--- config.mk ---
export PLATFORM = sky130hd
export DESIGN_NAME = rsq_sequencer
export DESIGN_NICKNAME = d
export VERILOG_FILES = /design/src/core/rsq_clk_div.v /design/src/core/rsq_sequencer.v /design/src/core/rsq_sync.v
export VERILOG_INCLUDE_DIRS = /design/src /design/src/core
export SDC_FILE = /design/constraint.sdc
export NUM_CORES = 1
export LEC_CHECK = 0
export BUFFER_PORTS_ARGS = -buffer_cell sky130_fd_sc_hd__buf_4
export CAP_MARGIN = 20
export CORE_MARGIN = 10
export CORE_UTILIZATION = 55
export DETAILED_ROUTE_END_ITERATION = 16
export GPL_TIMING_DRIVEN = 0
export PLACE_DENSITY = 0.83
export SLEW_MARGIN = 20
export SYNTH_ARGS = -nofsm -noshare
export SYNTH_HDL_FRONTEND = slang
export SYNTH_SLANG_ARGS = --single-unit
--- constraint.sdc ---
create_clock -name clk_sys -period 2.8 [get_ports clk_sys]
set_input_delay 0.56 -clock clk_sys [delete_from_list [all_inputs] [get_ports clk_sys]]
set_output_delay 0.56 -clock clk_sys [all_outputs]
set_load 0.01 [all_outputs]
--- src/core/rsq_regs.vh ---
// Constants for the reset and bus clock sequencer.
`ifndef RSQ_REGS_VH
`define RSQ_REGS_VH
`define RSQ_CNT_W 13
`define RSQ_POR_CYC 4096
`define RSQ_STOP_LONG 4096
`define RSQ_STOP_SHORT 32
`define RSQ_DRV_CYC 32
`define RSQ_PIN_CYC 67
`define RSQ_PIN_POR_CYC 4163
`define RSQ_VEC_NORMAL 16'hfffe
`define RSQ_VEC_MONITOR 16'hfefe
`define RSQ_CAUSE_POR_VAL 8'h80
`define RSQ_CAUSE_POR 7
`define RSQ_CAUSE_PIN 6
`define RSQ_CAUSE_WDOG 5
`define RSQ_CAUSE_BADOP 4
`define RSQ_CAUSE_BADAD 3
`define RSQ_CAUSE_MODR 2
`define RSQ_CAUSE_LVI 1
`endif

--- src/core/rsq_clk_div.v ---
// Divider making the clock generator output and the bus clock phase.
`timescale 1ns/1ns
`default_nettype none
module rsq_clk_div (
  input wire clk_sys,
  input wire nrst,
  input wire src_tick,
  output wire clock_gen_output,
  output wire bus_phase
);
  reg [1:0] ph_q;
  always @(posedge clk_sys) begin
    if (!nrst) begin
      ph_q <= 2'h0;
    end else if (src_tick) begin
      ph_q <= ph_q + 2'h1;
    end
  end
  // Bit 0 is the source halved, bit 1 halves that again.
  assign clock_gen_output = ph_q[0];
  assign bus_phase = ph_q[1];
endmodule // rsq_clk_div
`default_nettype wire

--- src/core/rsq_sequencer.v ---
// Reset and bus clock sequencer, top level.
`timescale 1ns/1ns
`default_nettype none
`include "rsq_regs.vh"
module rsq_sequencer #(
  parameter POR_CYC = `RSQ_POR_CYC,
  parameter STOP_LONG = `RSQ_STOP_LONG,
  parameter PIN_POR_CYC = `RSQ_PIN_POR_CYC
) (
  input wire clk_sys,
  input wire nrst,
  input wire pll_sel,
  input wire pll_vco_tick,
  input wire power_on_pulse,
  input wire brownout_reset,
  input wire watchdog_overflow,
  input wire bad_opcode_decode,
  input wire stop_instr,
  input wire wait_instr,
  input wire stop_enable_option,
  input wire short_stop_recovery_option,
  input wire wake_event,
  input wire opcode_fetch,
  input wire unmapped_addr,
  input wire monitor_entry_reset,
  input wire monitor_mode,
  input wire break_state,
  input wire rst_pin_in,
  input wire test_high_voltage_rst,
  input wire test_high_voltage_irq,
  input wire cause_clear,
  output wire rst_pin_out,
  output wire rst_pin_oe,
  output wire internal_reset_signal,
  output wire clock_gen_output,
  output wire bus_clock,
  output wire cpu_clock,
  output wire periph_clock,
  output wire aux_clock,
  output wire [15:0] reset_vector,
  output wire [7:0] reset_cause_register,
  output wire watchdog_disable
);
  localparam CW = `RSQ_CNT_W;
  localparam [2:0] ST_RUN = 3'h0;
  localparam [2:0] ST_POR = 3'h1;
  localparam [2:0] ST_DRV = 3'h2;
  localparam [2:0] ST_HOLD = 3'h3;
  localparam [2:0] ST_EXT = 3'h4;
  localparam [2:0] ST_STOP = 3'h5;
  localparam [2:0] ST_SREC = 3'h6;
  localparam [2:0] ST_WAIT = 3'h7;
  localparam integer POR_END_I = POR_CYC + `RSQ_DRV_CYC - 1;
  localparam integer POR_CLK_I = POR_CYC;
  localparam integer SLONG_END_I = STOP_LONG - 1;
  localparam integer SSHORT_END_I = `RSQ_STOP_SHORT - 1;
  localparam integer PIN_END_I = `RSQ_PIN_CYC - 1;
  localparam integer PIN_POR_END_I = PIN_POR_CYC - 1;
  localparam integer DRV_END_I = `RSQ_DRV_CYC - 1;
  // The end counts are cut to the counter width on purpose; larger values would wrap.
  localparam [CW-1:0] POR_END = POR_END_I[CW-1:0];
  localparam [CW-1:0] POR_CLK = POR_CLK_I[CW-1:0];
  localparam [CW-1:0] SLONG_END = SLONG_END_I[CW-1:0];
  localparam [CW-1:0] SSHORT_END = SSHORT_END_I[CW-1:0];
  localparam [CW-1:0] PIN_END = PIN_END_I[CW-1:0];
  localparam [CW-1:0] PIN_POR_END = PIN_POR_END_I[CW-1:0];
  localparam [5:0] DRV_END = DRV_END_I[5:0];

  wire pin_s;
  wire wdog_s;
  wire tvr_s;
  wire tvi_s;
  wire cgo;
  wire bus_ph;

  reg [2:0] st_q;
  reg [2:0] st_d;
  reg [CW-1:0] cnt_q;
  reg [CW-1:0] cnt_d;
  reg [5:0] dly_q;
  reg [5:0] dly_d;
  reg [CW-1:0] pcnt_q;
  reg por_prog_q;
  reg por_prog_d;
  reg [7:0] cause_q;
  reg [7:0] cause_d;
  reg oe_q;
  reg out_q;
  reg internal_reset_signal_q;
  reg cpu_clk_q;
  reg periph_clk_q;
  reg aux_clk_q;
  reg [15:0] vec_q;
  reg wdis_q;

  // The pin idles high through its pull-up, so the synchroniser's pin bit resets high; the other three bits reset low.
  rsq_sync #(.W(4), .INIT(4'h1)) u_sync (
    .clk_sys(clk_sys),
    .nrst(nrst),
    .din({test_high_voltage_irq, test_high_voltage_rst, watchdog_overflow, rst_pin_in}),
    .dout({tvi_s, tvr_s, wdog_s, pin_s})
  );

  rsq_clk_div u_div (
    .clk_sys(clk_sys),
    .nrst(nrst),
    .src_tick(pll_sel ? pll_vco_tick : 1'b1),
    .clock_gen_output(cgo),
    .bus_phase(bus_ph)
  );

  wire pin_low = ~pin_s;
  wire bad_op = bad_opcode_decode | (stop_instr & ~stop_enable_option);
  wire bad_fetch = opcode_fetch & unmapped_addr;
  wire por_ev = power_on_pulse | brownout_reset;
  wire int_ev = wdog_s | bad_op | bad_fetch | monitor_entry_reset;
  wire stop_go = stop_instr & stop_enable_option;
  wire [CW-1:0] srec_end = short_stop_recovery_option ? SSHORT_END : SLONG_END;
  wire [CW-1:0] pin_end = por_prog_q ? PIN_POR_END : PIN_END;
  wire pin_hit = pin_low & (pcnt_q == pin_end);

  function clocks_on;
    input [2:0] s;
    input [CW-1:0] c;
    begin
      clocks_on = (s == ST_RUN) | (s == ST_WAIT) | (s == ST_DRV) |
                  (s == ST_HOLD) | (s == ST_EXT) | ((s == ST_POR) & (c >= POR_CLK));
    end
  endfunction

  always @* begin
    st_d = st_q;
    cnt_d = cnt_q + 1'b1;
    dly_d = dly_q;
    por_prog_d = por_prog_q;
    cause_d = cause_clear ? 8'h00 : cause_q;
    cause_d[`RSQ_CAUSE_PIN] = cause_d[`RSQ_CAUSE_PIN] | pin_hit;
    if (por_ev) begin
      st_d = ST_POR;
      cnt_d = {CW{1'b0}};
      dly_d = 6'h00;
      por_prog_d = 1'b1;
      if (power_on_pulse) begin
        cause_d = `RSQ_CAUSE_POR_VAL;
      end
      if (brownout_reset) begin
        cause_d[`RSQ_CAUSE_LVI] = 1'b1;
      end
    end else if (int_ev) begin
      st_d = ST_DRV;
      cnt_d = {CW{1'b0}};
      dly_d = 6'h00;
      cause_d[`RSQ_CAUSE_WDOG] = cause_d[`RSQ_CAUSE_WDOG] | wdog_s;
      cause_d[`RSQ_CAUSE_BADOP] = cause_d[`RSQ_CAUSE_BADOP] | bad_op;
      cause_d[`RSQ_CAUSE_BADAD] = cause_d[`RSQ_CAUSE_BADAD] | bad_fetch;
      cause_d[`RSQ_CAUSE_MODR] = cause_d[`RSQ_CAUSE_MODR] | monitor_entry_reset;
    end else begin
      case (st_q)
        ST_POR: begin
          if (cnt_q == POR_END) begin
            st_d = ST_HOLD;
            dly_d = 6'h00;
          end
        end
        ST_DRV: begin
          dly_d = dly_q + 6'h01;
          if (dly_q == DRV_END) begin
            st_d = ST_HOLD;
            dly_d = 6'h00;
          end
        end
        ST_HOLD: begin
          // The pin is seen through the synchroniser, so a released drive
          // still reads low for two cycles; the hold count waits for it.
          if (pin_low) begin
            dly_d = 6'h00;
          end else if (dly_q == DRV_END) begin
            st_d = ST_RUN;
            por_prog_d = 1'b0;
          end else begin
            dly_d = dly_q + 6'h01;
          end
        end
        ST_EXT: begin
          // A pin-only reset leaves the counter running.
          if (!pin_low) begin
            st_d = ST_HOLD;
            dly_d = 6'h00;
          end
        end
        ST_STOP: begin
          cnt_d = {CW{1'b0}};
          if (pin_low) begin
            st_d = ST_EXT;
          end else if (wake_event) begin
            st_d = ST_SREC;
          end
        end
        ST_SREC: begin
          if (pin_low) begin
            st_d = ST_EXT;
          end else if (cnt_q == srec_end) begin
            st_d = ST_RUN;
          end
        end
        ST_WAIT: begin
          if (pin_low) begin
            st_d = ST_EXT;
          end else if (wake_event) begin
            st_d = ST_RUN;
          end
        end
        default: begin
          if (pin_low) begin
            st_d = ST_EXT;
          end else if (stop_go) begin
            st_d = ST_STOP;
            cnt_d = {CW{1'b0}};
          end else if (wait_instr) begin
            st_d = ST_WAIT;
          end
        end
      endcase
    end
  end

  always @(posedge clk_sys) begin
    if (!nrst) begin
      st_q <= ST_POR;
      cnt_q <= {CW{1'b0}};
      dly_q <= 6'h00;
      pcnt_q <= {CW{1'b0}};
      por_prog_q <= 1'b1;
      cause_q <= `RSQ_CAUSE_POR_VAL;
    end else begin
      st_q <= st_d;
      cnt_q <= cnt_d;
      dly_q <= dly_d;
      por_prog_q <= por_prog_d;
      cause_q <= cause_d;
      if (!pin_low) begin
        pcnt_q <= {CW{1'b0}};
      end else if (pcnt_q != pin_end) begin
        pcnt_q <= pcnt_q + 1'b1;
      end
    end
  end

  // The pin, reset and gated clock outputs are registered from the next state so they line up with it.
  always @(posedge clk_sys) begin
    if (!nrst) begin
      oe_q <= 1'b1;
      out_q <= 1'b0;
      internal_reset_signal_q <= 1'b1;
      cpu_clk_q <= 1'b0;
      periph_clk_q <= 1'b0;
      aux_clk_q <= 1'b0;
      vec_q <= `RSQ_VEC_NORMAL;
      wdis_q <= 1'b0;
    end else begin
      out_q <= 1'b0;
      oe_q <= (st_d == ST_POR) | (st_d == ST_DRV);
      internal_reset_signal_q <= (st_d == ST_POR) | (st_d == ST_DRV) |
                (st_d == ST_HOLD) | (st_d == ST_EXT);
      cpu_clk_q <= bus_ph & clocks_on(st_d, cnt_d) & (st_d != ST_WAIT);
      periph_clk_q <= bus_ph & clocks_on(st_d, cnt_d);
      aux_clk_q <= cgo & clocks_on(st_d, cnt_d);
      vec_q <= monitor_mode ? `RSQ_VEC_MONITOR : `RSQ_VEC_NORMAL;
      // Only the decoded test voltage can disable, so pin noise cannot.
      wdis_q <= (monitor_mode & (tvr_s | tvi_s)) | (break_state & tvr_s);
    end
  end

  assign rst_pin_out = out_q;
  assign rst_pin_oe = oe_q;
  assign internal_reset_signal = internal_reset_signal_q;
  assign clock_gen_output = cgo;
  assign bus_clock = bus_ph;
  assign cpu_clock = cpu_clk_q;
  assign periph_clock = periph_clk_q;
  assign aux_clock = aux_clk_q;
  assign reset_vector = vec_q;
  assign reset_cause_register = cause_q;
  assign watchdog_disable = wdis_q;
endmodule // rsq_sequencer
`default_nettype wire

--- src/core/rsq_sync.v ---
// Two flip-flop synchroniser for pin level inputs.
`timescale 1ns/1ns
`default_nettype none
module rsq_sync #(
  parameter W = 1,
  parameter [W-1:0] INIT = {W{1'b0}}
) (
  input wire clk_sys,
  input wire nrst,
  input wire [W-1:0] din,
  output wire [W-1:0] dout
);
  reg [W-1:0] meta_q;
  reg [W-1:0] sync_q;
  always @(posedge clk_sys) begin
    if (!nrst) begin
      meta_q <= INIT;
      sync_q <= INIT;
    end else begin
      meta_q <= din;
      sync_q <= meta_q;
    end
  end
  assign dout = sync_q;
endmodule // rsq_sync
`default_nettype wire

==> results of run 1 <==
metrics by stage:
| stage | area [µm²] | hold WS (ns) | cells |
|---|---|---|---|
| 3_3_place_gp | 3360 | 0.389 | 462 |
| 4_1_cts | 3540 | 0.369 | 478 |
| 6_report | 3540 | 0.380 | 478 |
| 2_1_floorplan | 2990 | 0.386 | 354 |
| 5_1_grt | 3540 | 0.363 | 478 |
| 3_5_place_dp | 3360 | 0.400 | 462 |
area by class of cell:
cell class	instances	area, µm²	share of cell area
inverters	10	37.5	0.0106
clock buffers	13	159	0.0449
repair buffers	38	285	0.0805
multi-input cells	256	1550	0.439
clock inverters	3	20.0	0.00565
flip-flops and latches	61	1220	0.345
well taps	70	87.6	0.0247
plain buffers	27	178	0.0502
worst max-delay path, delay by kind of cell (launching register included):
family / cells / cell delay, ns
DFF: 1 / 0.37
AOI/OAI and AO/OA: 4 / 1.01
and+or+nand+nor: 2 / 0.76
registers in the layout, indices dropped and copies added, names as in the netlist, 2 cells and up:
| register | count |
|---|---|
| cnt_q | 13 |
| pcnt_q | 13 |
| reset_cause_register | 8 |
| dly_q | 6 |
| u_sync.dout | 4 |
| u_sync.meta_q | 4 |
| st_q | 3 |
| u_div.ph_q | 2 |
path summary, 6_finish.rpt:
check                                     to  slack [ns]  cells after the start
setup / recovery        cpu_clock$_SDFF_PN0_        0.59                      6
hold / removal    reset_vector[8]$_SDFF_PN1_        0.38                      2
setup reg to reg        cpu_clock$_SDFF_PN0_        0.59                      6
hold reg to reg    u_sync.dout[0]$_SDFF_PN1_        0.41                      1
layout by cell type (no fill, tap or decap), types with 3 or more instances in the layout:
master	n
nand3_1	16
nand4_1	5
xor2_1	16
or3_1	3
conb_1	16
nand3b_1	3
nor4b_1	3
and3_1	7
nor2b_1	6
nand2_1	24
buf_4	54
mux2i_1	3
a22oi_1	3
nor4_1	4
nand2b_1	9
and2_1	9
a211oi_1	5
xnor2_1	12
dfxtp_1	61
nor2_1	47
inv_1	10
ha_1	4
o21ai_1	5
o21ai_0	8
clkbuf_8	11
a21oi_1	17
clkbuf_1	10
metal layers:
metal,GRT usage,wire (µm),vias up
li1,-,-,1263
met1,0.157,2710,1128
met2,0.257,3250,47
met3,0.0639,366,11
met4,0.0488,107,0
met5,0,0,-
report_power, final:
group / leakage (nW) / total (W) / switching (W) / internal [W]
clock network: 0.0857 / 0.000696 / 0.000328 / 0.000368
logic: 0.817 / 0.000154 / 0.0000764 / 0.0000773
registers: 0.495 / 0.000894 / 0.00000942 / 0.000885
total: 1.40 / 0.00174 / 0.000414 / 0.00133
cell families (layout without fill, tap and decap cells):
group	after synthesis	in the layout	synth area share
simple gates	150	150	0.273
flops	61	61	0.416
compound gates	55	55	0.124
buf+inv	37	91	0.0733
xor+xnor	28	28	0.0835
fa+ha+maj	4	4	0.0170
mux	3	3	0.0102
other cells	2	16	0.00256
==> flow_metrics.py, run 1 <==
metrics = {
    "outcome": {
        "status": "completed",
    },
    "timing": {
        "skew_ns": 0.00830,
        "rsz0062_at_grt": "false",
        "period_needed_ns": 2.21,
        "worst_slack_ns": 0.587,
        "worstMarginPinSlew_ns": 0.616,
        "slew-limit-headroom": 0.586,
        "drv_slew": 0,
        "fmax_mhz": 452,
        "tns_ns": 0,
        "fin_crit_sh": 0.790,
        "hold_viol": 0,
        "setup_violations": 0,
    },
    "cts": {
        "cts.sinks": 61,
        "clk_latency_ns": 0.34,
        "clockBufferDepth": 2,
        "numCtsBuffers": 9,
        "cts_root_buf": "clkbuf_8",
        "ctsHoldBuffers": 0,
        "cts_resized": 0,
        "cts_tree": "yes",
        "htree_levels": 3,
        "path_clk_slew_ns": 0.07,
        "post_cts_buffers": 0,
    },
    "die": {
        "fp.dieW_um": 93.1,
        "coreArea_um2": 5140,
        "start_util": 0.572,
        "die_h_um": 93.1,
        "rows": 26,
        "io_pins": 55,
        "die_area_um2": 8660,
    },
    "drt": {
        "route.detailed.drc": 0,
        "dr.pass1.iters": 4,
        "viasPerCell": 5.12,
        "ant_nets": 0,
        "wl_per_cell_um": 13.4,
        "finalWirelength_um": 6430,
        "initialDrtViolationCount": 236,
        "vias": 2449,
    },
    "setup_path": {
        "crit_top_cell": "a21oi_1",
        "critical_path.max_fanout": 6,
        "critPathSlowestCell": "or4_4",
        "endpoint_kind": "flip-flop",
        "cp-startpoint": "cnt_q[5]$_SDFF_PN0_",
        "critPathKind": "reg -> reg",
        "cp.arrival_ns": 2.48,
        "reg2reg_from": "cnt_q[5]$_SDFF_PN0_",
        "cp.required_ns": 3.06,
        "worst_path_largest_cell_delay_ns": 0.56,
        "path_cells": "or4_4 > nor4_4 > a21oi_1 > o41a_1 > a21o_1 > a21oi_1",
        "startpoint_type": "flip-flop",
    },
    "logic_synthesis": {
        "ys_async_sr_fraction": 0,
        "yosys.area.top_type_share": 0.416,
        "yosys.area.top_type": "dfxtp_1",
        "synth_cells": 340,
        "synth.most_common_cell": "dfxtp_1",
        "yosys-top-cells-area": "dfxtp_1, nor2_1, xor2_1, buf_4, xnor2_1",
        "synth_seq_area_share": 0.416,
        "avgSynthCellArea_um2": 8.64,
        "synth_common_cells": "dfxtp_1, nor2_1, nand2_1",
        "ys_ff_latch": 61,
        "yosys_warnings": 0,
        "ys_dominant_reg_cell": "dfxtp_1",
        "synth_edf_count": 0,
        "syn-cell-area_um2": 2940,
        "ys_types": 53,
    },
    "layout": {
        "fin_nets": 429,
        "final_core_util": 0.689,
        "layout-drive-gt1-share": 0.191,
        "diodes": 0,
        "syn_to_final_growth_pct": 20.6,
        "n_fill_cell": 428,
    },
    "power": {
        "vdd_ir_drop_max_mv": 0.408,
        "power.leakage_nw": 1.40,
        "power_w": 0.00174,
        "power_density_nw_per_um2": 492,
    },
    "placement": {
        "dpl.hpwl_um": 4800,
        "portBuffers": 38,
        "pre_cts_ws_ns": 0.518,
        "place_congestion": 0.827,
    },
    "grt": {
        "track_usage": 0.148,
        "grt_overflow": 0,
        "grt_pass1_wl_um": 10500,
        "antenna_found_initial": 0,
        "first_global_vias": 2323,
        "grt_start_max_net_pins": 11,
    },
    "min_path": {
        "hp-class": "in -> reg",
        "min_from": "monitor_mode",
    },
    "run": {
        "cap_viol_max_count": 0,
    },
}
No activity file was read; power rests on OpenSTA's default activity.
==> inputs of run 2 (changes only) <==
Settings changed: CORE_UTILIZATION 55 to 50, PLACE_DENSITY 0.83 to 0.8.
Clock period 2.8 ns to 1.86 ns, I/O delays scaled along.
==> run 2 against run 1 <==
Against the previous run:
- the flow now finishes with violations (setup timing)
- critical path depth did not move
- register-to-register slack got worse by 0.79 ns
- die area rose by 7.8%
- global-route usage rose by 0.074 points
- final cell count rose by 4.4%
- non-clock buffer count rose by 19
- clock-buffer cell count fell by 3
- design area rose by 7.5%
- first-iteration DRC count fell by 24%
- wire length rose by 8.3%
- critical endpoint is now internal_reset_signal$_SDFF_PN1_
- largest cell class unchanged
- largest power group unchanged
- highest routed layer unchanged
==> flow_metrics.py, run 2 (synthesis results as in run 1) <==
metrics = {
    "outcome": {
        "status": "complete, but fails checks",
        "failed_checks": "setup timing",
    },
    "layout": {
        "syn_to_final_growth_pct": 29.6,
        "diodes": 0,
        "final_common_cell": "buf_4",
        "layout-drive-gt1-share": 0.279,
        "register_area_um2": 1230,
        "multi_input_area_um2": 1630,
        "final_core_util": 0.679,
        "mostFrequentLayoutCells": "buf_4, dfxtp_1, nor2_1",
        "n_fill_cell": 452,
        "fin_nets": 448,
    },
    "placement": {
        "place_congestion": 0.850,
        "pre_cts_ws_ns": -0.289,
        "dpl.hpwl_um": 4730,
        "portBuffers": 38,
    },
    "die": {
        "die_h_um": 96.7,
        "start_util": 0.524,
        "io_pins": 55,
        "rows": 27,
        "coreArea_um2": 5610,
        "die_area_um2": 9340,
        "fp.dieW_um": 96.7,
    },
    "cts": {
        "path_clk_slew_ns": 0.07,
        "htree_levels": 3,
        "clockBufferDepth": 2,
        "numCtsBuffers": 9,
        "clk_latency_ns": 0.34,
        "cts_tree": "yes",
        "ctsHoldBuffers": 0,
        "cts.sinks": 61,
        "cts_root_buf": "clkbuf_8",
    },
    "drt": {
        "route.detailed.drc": 0,
        "wl_per_cell_um": 14.0,
        "vias": 2567,
        "dr.pass1.iters": 5,
        "viasPerCell": 5.14,
        "ant_nets": 0,
        "finalWirelength_um": 6970,
        "initialDrtViolationCount": 179,
    },
    "timing": {
        "slew-limit-headroom": 0.603,
        "worst_slack_ns": -0.200,
        "hold-worst-slack_ns": 0.212,
        "hold_viol": 0,
        "fin_crit_sh": 1.11,
        "setup_violations": 12,
        "rsz0062_at_grt": "true",
        "fmax_mhz": 485,
        "drv_slew": 0,
        "tns_ns": -1.84,
        "worstMarginPinSlew_ns": 0.593,
        "skew_ns": 0.00932,
        "period_needed_ns": 2.06,
    },
    "setup_path": {
        "critPathKind": "reg -> reg",
        "ff2ff_path_depth": 6,
        "cp.arrival_ns": 2.32,
        "r2r-end": "internal_reset_signal$_SDFF_PN1_",
        "cp.required_ns": 2.12,
        "startpoint_type": "flip-flop",
        "reg2reg_from": "cnt_q[5]$_SDFF_PN0_",
        "endpoint_kind": "flip-flop",
        "reg2reg_slack_ns": -0.20,
        "critical_path.max_fanout": 6,
    },
    "grt": {
        "grt_pass1_wl_um": 11900,
        "antenna_found_initial": 0,
        "grt_start_max_net_pins": 13,
        "track_usage": 0.148,
        "first_global_vias": 2609,
        "busiest_layer": "met2",
        "grt_overflow": 0,
        "gr-usage-met3": 0.0511,
        "grt.met1_usage": 0.162,
        "gr-usage-met2": 0.261,
    },
    "min_path": {
        "hp-class": "in -> reg",
        "min_from": "cause_clear",
        "hold_depth": 2,
        "hold_end": "reset_cause_register[0]$_SDFF_PN0_",
    },
    "power": {
        "vdd_ir_drop_max_mv": 0.633,
        "power.leakage_nw": 1.52,
        "power_density_nw_per_um2": 726,
    },
    "run": {
        "cap_viol_max_count": 0,
    },
}
[run 2: cell type report]
| cell class | instances | share of cell area |
|---|---|---|
| inverter | 10 | 0.00986 |
| multi-input combinational | 256 | 0.429 |
| buffer | 26 | 0.0464 |
| tap | 72 | 0.0237 |
| sequential | 61 | 0.323 |
| clock buffer | 10 | 0.0335 |
| timing repair buffer | 58 | 0.115 |
| clock inverter | 6 | 0.0191 |
[run 2: what timing repair did]
action	CTS	global route
pin swaps	14	10
endpoints found under the setup margin	23	24
buffers inserted	18	4
gates resized for setup	16	9
[run 2: how the worst max path moves through the flow]
stage,startpoint,endpoint,slack (ns)
floorplan,cnt_q[5]$_SDFF_PN0_,dly_q[5]$_SDFFE_PP0P_,-0.08
finish,cnt_q[5]$_SDFF_PN0_,internal_reset_signal$_SDFF_PN1_,-0.20
global route,cnt_q[5]$_SDFF_PN0_,dly_q[0]$_SDFFE_PP0P_,-0.32
detailed placement,cnt_q[5]$_SDFF_PN0_,dly_q[5]$_SDFFE_PP0P_,-0.29
global placement,cnt_q[5]$_SDFF_PN0_,dly_q[5]$_SDFFE_PP0P_,-0.25
CTS,cnt_q[7]$_SDFF_PN0_,internal_reset_signal$_SDFF_PN1_,-0.21
[run 2: report_power, final]
part	internal, W	switching (W)	total, W
registers	0.00133	0.0000167	0.00135
clock network	0.000629	0.000542	0.00117
logic	0.000125	0.000121	0.000246
total	0.00208	0.000680	0.00276
[run 2: critical path: stages (launching register included)]
cell     delay [ns]
dfxtp_4        0.35
or4_4          0.53
nor4_4         0.21
a21oi_1        0.12
o41a_1         0.41
and2_4         0.20
mux2i_1        0.15
[run 2: layer usage]
metal / share of wire / wire length [µm]
met1: 0.41 / 2840
met2: 0.53 / 3660
met3: 0.055 / 385
met4: 0.011 / 78
met5: 0 / 0
[run 2: per-stage QoR]
stage / power [W] / area [µm²] / instances
final: 0.00276 / 3810 / 499
after global placement: 0.00160 / 3370 / 464
after global routing: 0.00287 / 3810 / 499
after CTS: 0.00278 / 3760 / 496
after detailed placement: 0.00160 / 3370 / 464
after floorplan: 0.00151 / 2990 / 354
